--- src/pkg/lir_consts.svh ---
`ifndef LIR_CONSTS_SVH
`define LIR_CONSTS_SVH
// ****************
// Register indices; the byte address is four times the index.
// ****************
`define LIR_IDX_STAT      3'h0
`define LIR_IDX_FLAG      3'h1
`define LIR_IDX_DATA      3'h2
`define LIR_IDX_POLL      3'h3
`define LIR_IDX_ADDR      3'h4
`define LIR_IDX_SCRA      3'h5
`define LIR_IDX_SCRB      3'h6
`define LIR_IDX_AUX       3'h7
// ****************
// Status register fields (own offset 0x0).
// ****************
`define LIR_ST_SC         7
`define LIR_ST_CA         6
`define LIR_ST_TA         5
`define LIR_ST_LA         4
`define LIR_ST_LOCAL_READY_STROBE      2
`define LIR_ST_CLR        1
`define LIR_ST_MCL        0
// ****************
// Flag register read fields; enables in write bits 7:3.
// ****************
`define LIR_FL_EN_LSB     3
`define LIR_FL_CIN_LSB    0
// ****************
// Poll register fields.
// ****************
`define LIR_PP_ORE        7
`define LIR_PP_RECEIVER_SYNC_FAULT       6
`define LIR_PP_EN         5
`define LIR_PP_LVL        4
`define LIR_PP_POL        3
// ****************
// Frame times.
// ****************
`define LIR_FRAME_NS      46000
`define LIR_CLK_NS        5
`define LIR_FRAME_CYC     (`LIR_FRAME_NS / `LIR_CLK_NS)
`endif

--- src/pkg/lir_pkg.sv ---
package lir_pkg;
    // Frame class as reported by the receiver front end.
    typedef enum logic [2:0] {
        LIR_DOE = 3'b000,
        LIR_CMD = 3'b001,
        LIR_IFC = 3'b010,
        LIR_RFC = 3'b011,
        LIR_ARG = 3'b100,
        LIR_AAG = 3'b101,
        LIR_IDY = 3'b110,
        LIR_OTH = 3'b111
    } lir_kind_t;
    typedef enum logic [1:0] {
        LIR_TX_IDLE = 2'b00,
        LIR_TX_AUTO = 2'b01,
        LIR_TX_HOST = 2'b10
    } lir_tx_t;
endpackage : lir_pkg

--- src/logic/lir_regs.sv ---
`timescale 1ns/10ps
`default_nettype none
`include "lir_consts.svh"
// Contract
// Received control bits latch with available or mismatch flag, held until data read.
// Data read clearing a flag copies received control bits into transmit control.
// Data write loads output register and starts transmit, waiting out retransmission.
// Every received clear command sets its flag; cleared by strobe or master clear.
// Local ready ignored while clear flag set; combined write with clear strobe works.
// Service request flag follows C0 of DOE/IDY while controller active, else zero.
// Frame available set on listener DOE, active ARG, inactive AAG/commands, analyzer.
// Frame available cleared by data read or master clear.
// Mismatch loads frame and sets mismatch flag; never both flags together.
// Check CMD/AAG/IDY as controller, DOE as talker, never in analyzer mode.
// Mismatch flag cleared by data read or master clear.
// Output free set on the listed handshake completions, errors, idle roles, clear.
// Data write clears output free unless idle roles or master clear.
// Interrupt line low while any enabled flag is set.
// No new frame loads while an available or mismatch flag is pending.
// Output empty cleared by data write, set after eleven-bit frame completes.
// Sync fault set on mid-frame sync, cleared by poll register write.
// Poll enable sets selected IDY bit when level matches polarity.
// Low five address bits match talk/listen; address 31 matches un-commands.
// Aux register reads two live inputs on top, ones elsewhere.
// Oscillator off only under master clear; restarts on bit clear or any read.
// Host reads received control bits before reading the data register.
// Master clear clears flags and enables, sets output free and empty, clears latch.
// Analyzer mode loads every frame as available, no retransmit or checking.
// Scratch registers store and return written values without side effects.
module lir_regs #(
    parameter int FRAME_CYC = `LIR_FRAME_CYC
) (
    input  wire logic        clock_i,
    input  wire logic        sys_rst_i,
    input  wire logic        clk_en_i,
    input  wire logic        hsel_i,
    input  wire logic [31:0] haddr_i,
    input  wire logic [1:0]  htrans_i,
    input  wire logic        hwrite_i,
    input  wire logic [2:0]  hsize_i,
    input  wire logic [31:0] hwdata_i,
    input  wire logic        hready_i,
    output logic      [31:0] hrdata_o,
    output logic             hreadyout_o,
    output logic             hresp_o,
    input  wire logic        rx_valid_i,
    input  wire logic [2:0]  rx_ctrl_i,
    input  wire logic [7:0]  rx_data_i,
    input  wire logic [2:0]  rx_kind_i,
    input  wire logic        rx_sync_fault_i,
    input  wire logic [1:0]  aux_in_i,
    output logic             tx_valid_o,
    output logic      [2:0]  tx_ctrl_o,
    output logic      [7:0]  tx_data_o,
    output logic             tx_auto_o,
    output logic             irq_n_o,
    output logic             osc_run_o,
    output logic             local_ready_o,
    output logic             rfc_source_o
);
    if (FRAME_CYC < 1) begin : g_bad_frame_cyc
        $error("FRAME_CYC must be at least one");
    end
    // ****************
    // Pin synchronisers.
    // ****************
    logic [1:0] aux_s1;
    logic [1:0] aux_s2;
    // Auxiliary pins are asynchronous, so they pass two flops first.
    always_ff @(posedge clock_i) begin
        if (sys_rst_i) begin
            aux_s1 <= 2'h3;
            aux_s2 <= 2'h3;
        end else if (clk_en_i) begin
            aux_s1 <= aux_in_i;
            aux_s2 <= aux_s1;
        end
    end
    // ****************
    // Bus slave.
    // ****************
    logic       ph_wr;
    logic       ph_rd;
    logic [2:0] ph_idx;
    // Address phase is captured; zero-wait data phase follows.
    always_ff @(posedge clock_i) begin
        if (sys_rst_i) begin
            ph_wr  <= 1'b0;
            ph_rd  <= 1'b0;
            ph_idx <= 3'h0;
        end else if (clk_en_i && hready_i) begin
            ph_wr  <= hsel_i && htrans_i[1] && hwrite_i;
            ph_rd  <= hsel_i && htrans_i[1] && !hwrite_i;
            ph_idx <= haddr_i[4:2];
        end
    end
    assign hreadyout_o = 1'b1;
    assign hresp_o     = 1'b0;
    wire logic  wr_st  = clk_en_i && ph_wr && ph_idx == `LIR_IDX_STAT;
    wire logic  wr_fl  = clk_en_i && ph_wr && ph_idx == `LIR_IDX_FLAG;
    wire logic  wr_dt  = clk_en_i && ph_wr && ph_idx == `LIR_IDX_DATA;
    wire logic  wr_pp  = clk_en_i && ph_wr && ph_idx == `LIR_IDX_POLL;
    wire logic  rd_dt  = clk_en_i && ph_rd && ph_idx == `LIR_IDX_DATA;
    wire logic  rd_any = clk_en_i && ph_rd;
    // ****************
    // Software registers.
    // ****************
    logic [7:0] stat;
    logic [4:0] irq_en;
    logic [5:0] poll;
    logic [7:0] loop_addr;
    logic [7:0] scr_a;
    logic [7:0] scr_b;
    logic       osc_off;
    wire logic  master_clear      = stat[`LIR_ST_MCL];
    wire logic  ca       = stat[`LIR_ST_CA];
    wire logic  ta       = stat[`LIR_ST_TA];
    wire logic  la       = stat[`LIR_ST_LA];
    wire logic  sc       = stat[`LIR_ST_SC];
    wire logic  analyzer = ta && la;
    // Status bits; strobes are not stored. Reset enters master clear.
    always_ff @(posedge clock_i) begin
        if (sys_rst_i) begin
            stat <= 8'h01;
        end else if (wr_st) begin
            stat <= {hwdata_i[7:4], 3'h0, hwdata_i[`LIR_ST_MCL]};
        end
    end
    // Enables are cleared while master clear stands.
    always_ff @(posedge clock_i) begin
        if (sys_rst_i || (clk_en_i && master_clear)) begin
            irq_en <= 5'h00;
        end else if (wr_fl) begin
            irq_en <= hwdata_i[7:3];
        end
    end
    // Poll, address and scratch storage change only on writes.
    always_ff @(posedge clock_i) begin
        if (sys_rst_i) begin
            poll      <= 6'h00;
            loop_addr <= 8'h00;
            scr_a     <= 8'h00;
            scr_b     <= 8'h00;
            osc_off   <= 1'b0;
        end else if (clk_en_i && ph_wr) begin
            if (ph_idx == `LIR_IDX_POLL) poll <= hwdata_i[5:0];
            if (ph_idx == `LIR_IDX_ADDR) loop_addr <= hwdata_i[7:0];
            if (ph_idx == `LIR_IDX_SCRA) scr_a <= hwdata_i[7:0];
            if (ph_idx == `LIR_IDX_SCRB) scr_b <= hwdata_i[7:0];
            if (ph_idx == `LIR_IDX_AUX) osc_off <= hwdata_i[0];
        end else if (rd_any) begin
            osc_off <= 1'b0;
        end
    end
    // The oscillator only stops while master clear holds the part idle.
    assign osc_run_o = !(osc_off && master_clear);
    // ****************
    // Frame decode.
    // ****************
    lir_pkg::lir_kind_t kind;
    logic addr_hit;
    logic device_relevant_commands;
    logic do_chk;
    logic mism;
    logic do_load;
    logic do_auto;
    logic [7:0] out_data;
    logic [2:0] out_ctrl;
    logic       pend;
    logic       srq_last;
    assign kind = lir_pkg::lir_kind_t'(rx_kind_i);
    // Talk/listen address groups carry the address in data bits 4:0.
    assign addr_hit = rx_data_i[4:0] == loop_addr[4:0];
    assign device_relevant_commands = !ca && kind == lir_pkg::LIR_CMD &&
                  (ta || la || rx_data_i[7:6] != 2'b00 || rx_data_i[5] == 1'b0 ?
                   1'b1 : addr_hit);
    // SRQ bit is excluded from the compare of DOE and IDY frames.
    assign do_chk = !analyzer &&
                    ((ca && (kind == lir_pkg::LIR_CMD || kind == lir_pkg::LIR_AAG ||
                             kind == lir_pkg::LIR_IDY || (kind == lir_pkg::LIR_IFC && sc)))
                     || (ta && kind == lir_pkg::LIR_DOE));
    assign mism = do_chk && ({rx_ctrl_i[2:1], rx_data_i} != {out_ctrl[2:1], out_data} ||
                  (kind != lir_pkg::LIR_DOE && kind != lir_pkg::LIR_IDY &&
                   rx_ctrl_i[0] != out_ctrl[0]));
    assign do_load = analyzer ||
                     (la && kind == lir_pkg::LIR_DOE) ||
                     ((ca || ta || la) && kind == lir_pkg::LIR_ARG) ||
                     (!ca && (kind == lir_pkg::LIR_AAG || device_relevant_commands));
    assign do_auto = !analyzer &&
                     ((!ca && !ta && !la && kind == lir_pkg::LIR_ARG) ||
                      (!ca && (kind == lir_pkg::LIR_CMD || kind == lir_pkg::LIR_RFC ||
                               kind == lir_pkg::LIR_IDY || kind == lir_pkg::LIR_IFC)) ||
                      (!ta && !la && kind == lir_pkg::LIR_DOE));
    assign rfc_source_o = rx_valid_i && clk_en_i && do_chk && !mism &&
                          kind != lir_pkg::LIR_DOE && kind != lir_pkg::LIR_IDY &&
                          kind != lir_pkg::LIR_AAG;
    // ****************
    // Receive flags and held frame.
    // ****************
    logic       fav;
    logic       fns;
    logic       ofree;
    logic       ifc_seen;
    logic       srq_seen;
    logic [2:0] rx_ctrl_hold;
    logic [7:0] rx_data_hold;
    logic       take;
    logic       clr_strobe;
    assign pend = fav || fns;
    assign take = clk_en_i && rx_valid_i && !pend && (mism || do_load);
    assign clr_strobe = wr_st && hwdata_i[`LIR_ST_CLR];
    // Received frame capture; new frames are held off while one is pending.
    always_ff @(posedge clock_i) begin
        if (sys_rst_i) begin
            rx_ctrl_hold <= 3'h0;
            rx_data_hold <= 8'h00;
        end else if (take) begin
            rx_ctrl_hold <= rx_ctrl_i;
            rx_data_hold <= rx_data_i;
        end
    end
    // A new frame cannot land while a flag is set, so a read's clear never races it.
    always_ff @(posedge clock_i) begin
        if (sys_rst_i || (clk_en_i && master_clear)) begin
            fav <= 1'b0;
            fns <= 1'b0;
        end else if (take) begin
            fav <= !mism;
            fns <= mism;
        end else if (rd_dt) begin
            fav <= 1'b0;
            fns <= 1'b0;
        end
    end
    // Set wins over the strobe so a clear command in the same cycle is kept.
    always_ff @(posedge clock_i) begin
        if (sys_rst_i || (clk_en_i && master_clear)) begin
            ifc_seen <= 1'b0;
        end else if (clk_en_i && rx_valid_i && kind == lir_pkg::LIR_IFC) begin
            ifc_seen <= 1'b1;
        end else if (clr_strobe) begin
            ifc_seen <= 1'b0;
        end
    end
    // Local ready acts when the clear flag is free or cleared in the same write.
    assign local_ready_o = wr_st && hwdata_i[`LIR_ST_LOCAL_READY_STROBE] &&
                           (!ifc_seen || hwdata_i[`LIR_ST_CLR]);
    // Service request tracks C0 only as controller.
    always_ff @(posedge clock_i) begin
        if (sys_rst_i || (clk_en_i && (master_clear || !ca))) begin
            srq_seen <= 1'b0;
        end else if (clk_en_i && rx_valid_i &&
                     (kind == lir_pkg::LIR_DOE || kind == lir_pkg::LIR_IDY)) begin
            srq_seen <= rx_ctrl_i[0];
        end
    end
    // Last SRQ seen as non-controller, merged into retransmitted DOE and IDY frames.
    always_ff @(posedge clock_i) begin
        if (sys_rst_i || (clk_en_i && master_clear)) begin
            srq_last <= 1'b0;
        end else if (clk_en_i && rx_valid_i && !ca &&
                     (kind == lir_pkg::LIR_DOE || kind == lir_pkg::LIR_IDY)) begin
            srq_last <= rx_ctrl_i[0];
        end
    end
    // Handshake completion sets the flag; set outranks a data write.
    always_ff @(posedge clock_i) begin
        if (sys_rst_i || (clk_en_i && (master_clear || (!ca && !ta)))) begin
            ofree <= 1'b1;
        end else if (clk_en_i && rx_valid_i && !analyzer &&
                     ((kind == lir_pkg::LIR_DOE && (ta || (ca && la))) ||
                      (kind == lir_pkg::LIR_IFC && ca && !sc) ||
                      (ca && (kind == lir_pkg::LIR_RFC || kind == lir_pkg::LIR_AAG ||
                              kind == lir_pkg::LIR_IDY)) ||
                      (kind == lir_pkg::LIR_ARG && (ca || ta || la)) || mism)) begin
            ofree <= 1'b1;
        end else if (wr_dt) begin
            ofree <= 1'b0;
        end
    end
    // ****************
    // Transmit path.
    // ****************
    logic [2:0] tx_ctrl_w;
    logic       host_req;
    logic       output_empty_flag;
    logic       receiver_sync_fault;
    logic [7:0] idy_mod;
    lir_pkg::lir_tx_t tx_st;
    logic [$clog2(FRAME_CYC+1)-1:0] tx_cnt;
    // Control bits follow software writes and reloads from the held frame.
    always_ff @(posedge clock_i) begin
        if (sys_rst_i) begin
            tx_ctrl_w <= 3'h0;
        end else if (rd_dt && pend) begin
            tx_ctrl_w <= rx_ctrl_hold;
        end else if (wr_fl) begin
            tx_ctrl_w <= hwdata_i[2:0];
        end
    end
    // Parallel poll response merged into passing IDY frames.
    always_comb begin
        idy_mod = rx_data_i;
        if (poll[`LIR_PP_EN] && poll[`LIR_PP_LVL] == poll[`LIR_PP_POL]) begin
            idy_mod[poll[2:0]] = 1'b1;
        end
    end
    // Frame timer: each start holds the transmitter one frame time.
    always_ff @(posedge clock_i) begin
        if (sys_rst_i) begin
            tx_st     <= lir_pkg::LIR_TX_IDLE;
            tx_cnt    <= '0;
            host_req  <= 1'b0;
            tx_valid_o <= 1'b0;
            tx_auto_o <= 1'b0;
            tx_ctrl_o <= 3'h0;
            tx_data_o <= 8'h00;
            out_ctrl  <= 3'h0;
            out_data  <= 8'h00;
        end else if (clk_en_i) begin
            tx_valid_o <= 1'b0;
            if (wr_dt) begin
                out_ctrl <= tx_ctrl_w;
                out_data <= hwdata_i[7:0];
                host_req <= 1'b1;
            end
            unique case (tx_st)
                lir_pkg::LIR_TX_IDLE: begin
                    if (rx_valid_i && do_auto) begin
                        tx_st      <= lir_pkg::LIR_TX_AUTO;
                        tx_cnt     <= FRAME_CYC[$bits(tx_cnt)-1:0];
                        tx_valid_o <= 1'b1;
                        tx_auto_o  <= 1'b1;
                        tx_ctrl_o  <= {rx_ctrl_i[2:1], rx_ctrl_i[0] | (srq_last && !ca &&
                                       (kind == lir_pkg::LIR_DOE || kind == lir_pkg::LIR_IDY))};
                        tx_data_o  <= (kind == lir_pkg::LIR_IDY) ? idy_mod : rx_data_i;
                    end else if (host_req) begin
                        tx_st      <= lir_pkg::LIR_TX_HOST;
                        tx_cnt     <= FRAME_CYC[$bits(tx_cnt)-1:0];
                        host_req   <= wr_dt;
                        tx_valid_o <= 1'b1;
                        tx_auto_o  <= 1'b0;
                        tx_ctrl_o  <= out_ctrl;
                        tx_data_o  <= out_data;
                    end
                end
                lir_pkg::LIR_TX_AUTO, lir_pkg::LIR_TX_HOST: begin
                    if (tx_cnt == 1) begin
                        tx_st <= lir_pkg::LIR_TX_IDLE;
                    end
                    tx_cnt <= tx_cnt - 1'b1;
                end
                default: tx_st <= lir_pkg::LIR_TX_IDLE;
            endcase
        end
    end
    // Empty flag: cleared on write, set when the host frame has gone out.
    always_ff @(posedge clock_i) begin
        if (sys_rst_i || (clk_en_i && master_clear)) begin
            output_empty_flag <= 1'b1;
        end else if (wr_dt) begin
            output_empty_flag <= 1'b0;
        end else if (clk_en_i && tx_st == lir_pkg::LIR_TX_HOST && tx_cnt == 1 && !host_req) begin
            output_empty_flag <= 1'b1;
        end
    end
    // Sync fault: set wins over the clearing write.
    always_ff @(posedge clock_i) begin
        if (sys_rst_i) begin
            receiver_sync_fault <= 1'b0;
        end else if (clk_en_i && rx_sync_fault_i) begin
            receiver_sync_fault <= 1'b1;
        end else if (wr_pp) begin
            receiver_sync_fault <= 1'b0;
        end
    end
    // ****************
    // Interrupt and read data.
    // ****************
    logic [4:0] flags;
    assign flags = {ifc_seen, srq_seen, fav, fns, ofree};
    assign irq_n_o = !(|(flags & irq_en));
    // Read data register loads in the address phase, ready for the data phase.
    always_ff @(posedge clock_i) begin
        if (sys_rst_i) begin
            hrdata_o <= 32'h0000_0000;
        end else if (clk_en_i && hready_i && hsel_i && htrans_i[1] && !hwrite_i) begin
            unique case (haddr_i[4:2])
                `LIR_IDX_STAT: hrdata_o <= {24'h0, stat};
                `LIR_IDX_FLAG: hrdata_o <= {24'h0, flags, rx_ctrl_hold};
                `LIR_IDX_DATA: hrdata_o <= {24'h0, rx_data_hold};
                `LIR_IDX_POLL: hrdata_o <= {24'h0, output_empty_flag, receiver_sync_fault, poll};
                `LIR_IDX_ADDR: hrdata_o <= {24'h0, loop_addr};
                `LIR_IDX_SCRA: hrdata_o <= {24'h0, scr_a};
                `LIR_IDX_SCRB: hrdata_o <= {24'h0, scr_b};
                `LIR_IDX_AUX:  hrdata_o <= {24'h0, aux_s2, 6'h3f};
            endcase
        end
    end
endmodule : lir_regs
`default_nettype wire

--- config.mk ---
export PLATFORM = sky130hd
export DESIGN_NAME = lir_regs
export DESIGN_NICKNAME = d
export VERILOG_FILES = /design/src/pkg/lir_pkg.sv /design/src/logic/lir_regs.sv
export VERILOG_INCLUDE_DIRS = /design/src /design/src/pkg
export SDC_FILE = /design/constraint.sdc
export NUM_CORES = 1
export LEC_CHECK = 0
export BUFFER_PORTS_ARGS = -buffer_cell sky130_fd_sc_hd__clkbuf_2
export CAP_MARGIN = 40
export CELL_PAD_IN_SITES_DETAIL_PLACEMENT = 0
export CELL_PAD_IN_SITES_GLOBAL_PLACEMENT = 1
export CORE_ASPECT_RATIO = 1.5
export CORE_UTILIZATION = 40
export CTS_BUF_LIST = sky130_fd_sc_hd__clkbuf_2
export CTS_CLUSTER_SIZE = 14
export DETAILED_ROUTE_END_ITERATION = 10
export MAX_ROUTING_LAYER = met4
export PLACE_DENSITY = 0.86
export RECOVER_POWER = 25
export SLEW_MARGIN = 20
export SYNTH_ARGS = -nofsm -noshare
export SYNTH_HDL_FRONTEND = slang
export SYNTH_SLANG_ARGS = --single-unit
export TNS_END_PERCENT = 20
--- constraint.sdc ---
create_clock -name clock_i -period 3.6 [get_ports clock_i]
set_clock_uncertainty 0.1 [all_clocks]
set_input_delay 0.54 -clock clock_i [delete_from_list [all_inputs] [get_ports clock_i]]
set_output_delay 0.54 -clock clock_i [all_outputs]
set_load 0.01 [all_outputs]
Word-level counts from Yosys, hierarchy flattened
Cells that the tools add are included.
{"block": "word_totals", "register_bits": 145, "inputBits": 93, "output_inout_bits": 51, "elab_cells": 255}
{"block": "classes", "addsub": 1, "magnitude_cmp": 2, "eq_ne": 32, "n_mux": 40, "n_bitwise": 4, "n_reduce_logical": 143}
{"operator": "32-bit one-hot mux with 8 select lines", "count": 1}
{"operator": "1-bit logical AND", "count": 70}
{"operator": "1-bit logical OR", "count": 35}
{"operator": "3-bit == test, second input constant", "count": 11}
{"operator": "8-bit 2-to-1 mux", "count": 4}
{"operator": "14-bit 2-to-1 mux", "count": 2}
{"operator": "14-bit one-hot mux with 2 select lines", "count": 1}
{"operator": "1-bit 2-to-1 mux", "count": 23}
{"operator": "3-bit by 2-bit == test with 1-bit output, second input constant", "count": 6}
{"operator": "2-bit nonzero test", "count": 9}
{"operator": "14-bit by 1-bit == test with 1-bit output, second input constant", "count": 1}
{"operator": "14-bit by 1-bit subtractor with 14-bit output, second input constant", "count": 1}
{"operator": "1-bit logical NOT", "count": 12}
{"operator": "3-bit 2-to-1 mux", "count": 4}
{"operator": "2-bit AND reduction", "count": 6}
{"operator": "10-bit != test", "count": 1}
{"operator": "3-bit by 1-bit == test with 1-bit output, second input constant", "count": 3}
{"operator": "3-bit logical NOT", "count": 3}
{"operator": "3-bit != test, second input constant", "count": 3}
{"operator": "3-bit AND reduction", "count": 3}
{"operator": "8-bit bitwise OR", "count": 1}
{"operator": "2-bit 2-to-1 mux", "count": 3}
{"operator": "5-bit AND", "count": 1}
{"operator": "5-bit == test", "count": 1}
{"operator": "other kinds (16)", "count": 17}

Longest topological paths before layout
{"block": "depth", "depth_word": 13, "depth_mapped": 9, "depth_no_buf": 8}

Worst setup path before layout
No wires, ideal clock.
{"block": "synth_path", "path_kind": "input port to output port", "startpoint": "input rx_kind_i[1]", "endpoint": "output rfc_source_o", "arrival_ps": 1695, "required_time_ps": 2960, "path_slack_ps": 1265, "path_stages": 5, "n_path_buf": 1, "path_cell_list": "buf_6 > or2b_2 > o21ai_0 > a32o_1 > nor4b_1"}
{"block": "synth_between", "elab_chain_len": 13, "word_cells_on_any_way": 26, "classes_between": "6 x eq/ne; 20 x reduce/logical"}
{"item": "start, declared", "line": "lir_regs.sv:49", "source": "input wire logic [2:0] rx_kind_i,"}
{"item": "3-bit by 1-bit == test with 1-bit output / 3-bit == test (equally long branches)", "line": "lir_regs.sv:179", "source": "((ca && (kind == lir_pkg::LIR_CMD || kind == lir_pkg::LIR_AAG ||"}
{"item": "1-bit logical OR (2 in series)", "line": "lir_regs.sv:179"}
{"item": "1-bit logical OR", "line": "lir_regs.sv:180", "source": "kind == lir_pkg::LIR_IDY || (kind == lir_pkg::LIR_IFC && sc)))"}
{"item": "1-bit logical AND", "line": "lir_regs.sv:179"}
{"item": "1-bit logical OR", "line": "lir_regs.sv:181", "source": "|| (ta && kind == lir_pkg::LIR_DOE));"}
{"item": "1-bit logical AND", "line": "lir_regs.sv:178", "source": "assign do_chk = !analyzer &&"}
{"item": "1-bit logical AND", "line": "lir_regs.sv:182", "source": "assign mism = do_chk && ({rx_ctrl_i[2:1], rx_data_i} != {out_ctrl[2:1], out_data} ||"}
{"item": "1-bit logical NOT", "line": "lir_regs.sv:194", "source": "assign rfc_source_o = rx_valid_i && clk_en_i && do_chk && !mism &&"}
{"item": "1-bit logical AND (2 in series)", "line": "lir_regs.sv:194"}
{"item": "1-bit logical AND", "line": "lir_regs.sv:195", "source": "kind != lir_pkg::LIR_DOE && kind != lir_pkg::LIR_IDY &&"}
{"item": "1-bit logical AND (*)", "line": "lir_regs.sv:195"}
{"item": "end, declared", "line": "lir_regs.sv:59", "source": "output logic rfc_source_o"}
Mark *: on every way between the ends. The rest lies on a longest branch, timed or not.

Final worst setup path
{"block": "layout_path", "startpoint": "input rx_ctrl_i[1]", "endpoint": "output rfc_source_o"}
{"block": "layout_between", "elab_chain_len": 8}
{"item": "start, declared", "line": "lir_regs.sv:47", "source": "input wire logic [2:0] rx_ctrl_i,"}
{"item": "10-bit != test", "line": "lir_regs.sv:182"}
{"item": "1-bit logical OR", "line": "lir_regs.sv:182"}
{"item": "1-bit logical AND", "line": "lir_regs.sv:182"}
{"item": "1-bit logical NOT", "line": "lir_regs.sv:194"}
{"item": "1-bit logical AND (2 in series)", "line": "lir_regs.sv:194"}
{"item": "1-bit logical AND (2 in series)", "line": "lir_regs.sv:195"}
No other way between the ends.

==> metrics.csv <==
stage,metric,value,unit
setup_path,CP Launch Type,input pin,
synthesis,Synth Area in Adders,0.802,%
global_route,antenna violations before repair,1,
clock_network,clock tree root driver cell,clkbuf_2,
clock_network,CTS sink cnt,121,
global_route,pin count of the biggest net entering global routing,62,
timing,RSZ-0062 raised after global routing,false,
placement,DP Cell Count,962,
setup_path,R2R setup slack,1.34,ns
worst_hold_path,Tightest Hold Check Type,input pin to flip-flop,
final_layout,Non-Filler Instances,1002,
setup_path,data arrival time of the worst path,2.59,ns
setup_path,"Largest stage delay, worst path",0.53,ns
global_route,"Remaining Overflow, GRT",0,
synthesis,yosys warns,0,
setup_path,Worst EP required,2.96,ns
clock_network,CTS H-tree lvls,4,
final_layout,area grow syn2layout,10.2,%
placement,Port Buf Inserts,60,
setup_path,Crit Path Class,input pin to primary output,
synthesis,area share of the largest cell type after synthesis,38.8,%
die,core area,15100,sq um
final_layout,Final Instance Area,6870,sq um
synthesis,#FFs+latches synth,121,
setup_path,reg2reg path depth,6,
global_route,GRT busiest layer,met2,
power_and_ir_drop,Peak VDD IR,0.269,mV
synthesis,post-synthesis simple-gate area fraction,21.5,%
die,I/O pin count,144,
synthesis,Post-synth top cells,"dfxtp_1 (121), nor2_1 (77), nand2_1 (75)",
setup_path,critical path cell sequence,dlygate4sd3_1 -> clkbuf_1 -> xor2_1 -> nor4_1 -> nand4_1 -> nor4b_1 -> clkbuf_2,
final_layout,Layout Nets,886,
synthesis,main combinational cell family by area after synthesis,simple AND/OR/NAND/NOR gates,
synthesis,syn avg cell area,8.44,sq um
synthesis,ys async rst share,0,%
synthesis,"area leader, netlist",dfxtp_1,
clock_network,TritonCTS clock tree,yes,
clock_network,post-CTS sizing,0,
placement,GP Congestion,0.856,
route,drt total wl,16500,um
timing,final slew viol count,0,
synthesis,number of synthesized flops with an enable pin,0,
synthesis,prevailing post-synth register cell,dfxtp_1,
clock_network,Clock Tree Buf Depth,2,
timing,final setup violation count,0,
power_and_ir_drop,leakage power,2.59,nW
worst_hold_path,hold endpoint,rx_data_hold[0],
global_route,first-pass GRT wire length,26800,um
die,die height,155,um
route,number of DRC markers in iteration 0,265,
route,DRC,0,
synthesis,Synth Area in XOR/XNOR,4.21,%
global_route,vias in the first global route,5013,
synthesis,Synth area leaders,"dfxtp_1 (39%), mux2i_1 (8.2%), a21oi_1 (5.4%)",
synthesis,sequential area share after synthesis,38.8,%
timing,Max-slew headroom,43.5,%
timing,Final Cycle Share,89.8,%
final_layout,Layout Utilization,45.4,%
route,antenna-violating nets left,0,
route,Initial DRT Pass Iterations,5,
power_and_ir_drop,Cell Pwr Density,395,nW/um^2
setup_path,Critical-path top delay cell,dlygate4sd3_1,
run_status,status,"finished, final reports clean",
synthesis,multiplexer share of the synthesized area,9.45,%
timing,setup TNS,0,ns
global_route,met3 usage,4.44,%
clock_network,"Reg clk slew, reported paths",0.20,ns
timing,hold_ws,0.0554,ns
synthesis,most frequent cell after synthesis,dfxtp_1,
clock_network,postcts setup bufs,0,
global_route,M1 GR Usage,24.5,%
setup_path,Critical R2R Capture,tx_data_o[7],
setup_path,Setup crit end kind,primary output,
clock_network,hold buffer count at CTS,5,
placement,HPWL Detailed,12100,um
global_route,Total Routing Usage GR,21.8,%
route,drt wl/cell,16.5,um
timing,worst-margin pin slew,0.843,ns
worst_hold_path,worst hold path stage count,3,
timing,Max Fclk,309,MHz
flow_run,Max Cap Violations,0,
die,Starting Density,41.2,%
die,row count,55,
setup_path,r2r startpoint,stat[6],
clock_network,clock latency on the worst-skew pair,0.69,ns
setup_path,critical-path maximum fanout,3,
synthesis,compound-gate portion of the synthesized area,17.3,%
die,Die Area,16100,sq um
timing,post-route minimum period,3.23,ns
global_route,met2 Use GR,37.4,%
clock_network,cts bufs inserted,17,
final_layout,ratio of cells with drive above 1 in the final layout,16.0,%
synthesis,synthesized area,6240,sq um
worst_hold_path,Hold Startpoint,rx_data_i[0],
die,DIE WIDTH,104,um
placement,cell area after placement,6540,sq um
timing,Final Hold Fails,0,
route,total vias in the final route,5262,
synthesis,"Distinct cells, synth",69,
synthesis,Gate Count Post-Synth,739,
route,Via density,5.25,
[worst max-delay path by stage]
stage                     depth (start not counted)  slack, ns      endpoint         start
after floorplan                                   5       1.27  rfc_source_o  rx_kind_i[1]
after global placement                            6       0.89  rfc_source_o  rx_kind_i[2]
after detailed placement                          6       0.90  rfc_source_o  rx_kind_i[2]
after CTS                                         5       0.52  rfc_source_o   out_data[7]
after global routing                              7       0.21  rfc_source_o  rx_ctrl_i[1]
final                                             7       0.37  rfc_source_o  rx_ctrl_i[1]
[routing by layer]
| metal | vias up | part of all wire (%) |
|---|---|---|
| li1 | 2616 | - |
| met1 | 2486 | 43 |
| met2 | 122 | 51 |
| met3 | 38 | 3.5 |
| met4 | 0 | 3.0 |
| met5 | - | 0 |
[flip-flops by register name, indices dropped and copies added, names as in the netlist, 6 cells and up]
signal,flops
scr_b,8
poll,6
rx_data_hold,8
loop_addr,8
out_data,8
tx_cnt,14
tx_data_o,8
hrdata_o,8
scr_a,8
[cell usage in the layout (no fill, tap or decap), drive strengths merged, types with 9 or more instances in the layout]
cell    count
a211o       9
inv        22
buf         9
dfxtp     121
nand2b     18
o22ai      12
nor2       78
clkbuf     78
xor2       21
nor2b      15
or2b       19
conb       26
mux2i      51
nand3      16
o21ai      26
a21oi      67
nand2      76
nor3       16
xnor2       9
[area by class of cell]
type	count	area, sq um
Sequential cell	121	2420
Clock inverter	14	179
Fill cell	1582	8270
Timing Repair Buffer	76	434
Inverter	21	78.8
Clock buffer	18	90.1
Antenna cell	1	2.50
Multi-Input combinational cell	552	3410
Tap cell	199	249
[worst max-delay path, delay by kind of cell]
kind	cells	cell delay [ns]
simple gates	3	0.97
xor+xnor	1	0.18
buf+inv	3	0.90
[cell families after synthesis]
group	after synthesis
buf+inv	90
compound gates	168
simple gates	266
flops	121
xor+xnor	30
other cells	2
mux	58
fa+ha+maj	4
[through the flow]
stage	power (mW)	worst slack (ns)
after floorplan	1.68	1.27
after global placement	1.75	0.888
after detailed placement	1.75	0.897
after CTS	2.73	0.520
after global routing	2.83	0.211
final	2.71	0.366
[where the power goes]
| group | total, mW | internal [mW] | switching (mW) |
|---|---|---|---|
| Combinational | 0.328 | 0.124 | 0.203 |
| Sequential | 1.40 | 1.37 | 0.0278 |
| Clock | 0.983 | 0.451 | 0.531 |
Note: power is estimated with default switching activity, not from simulation.
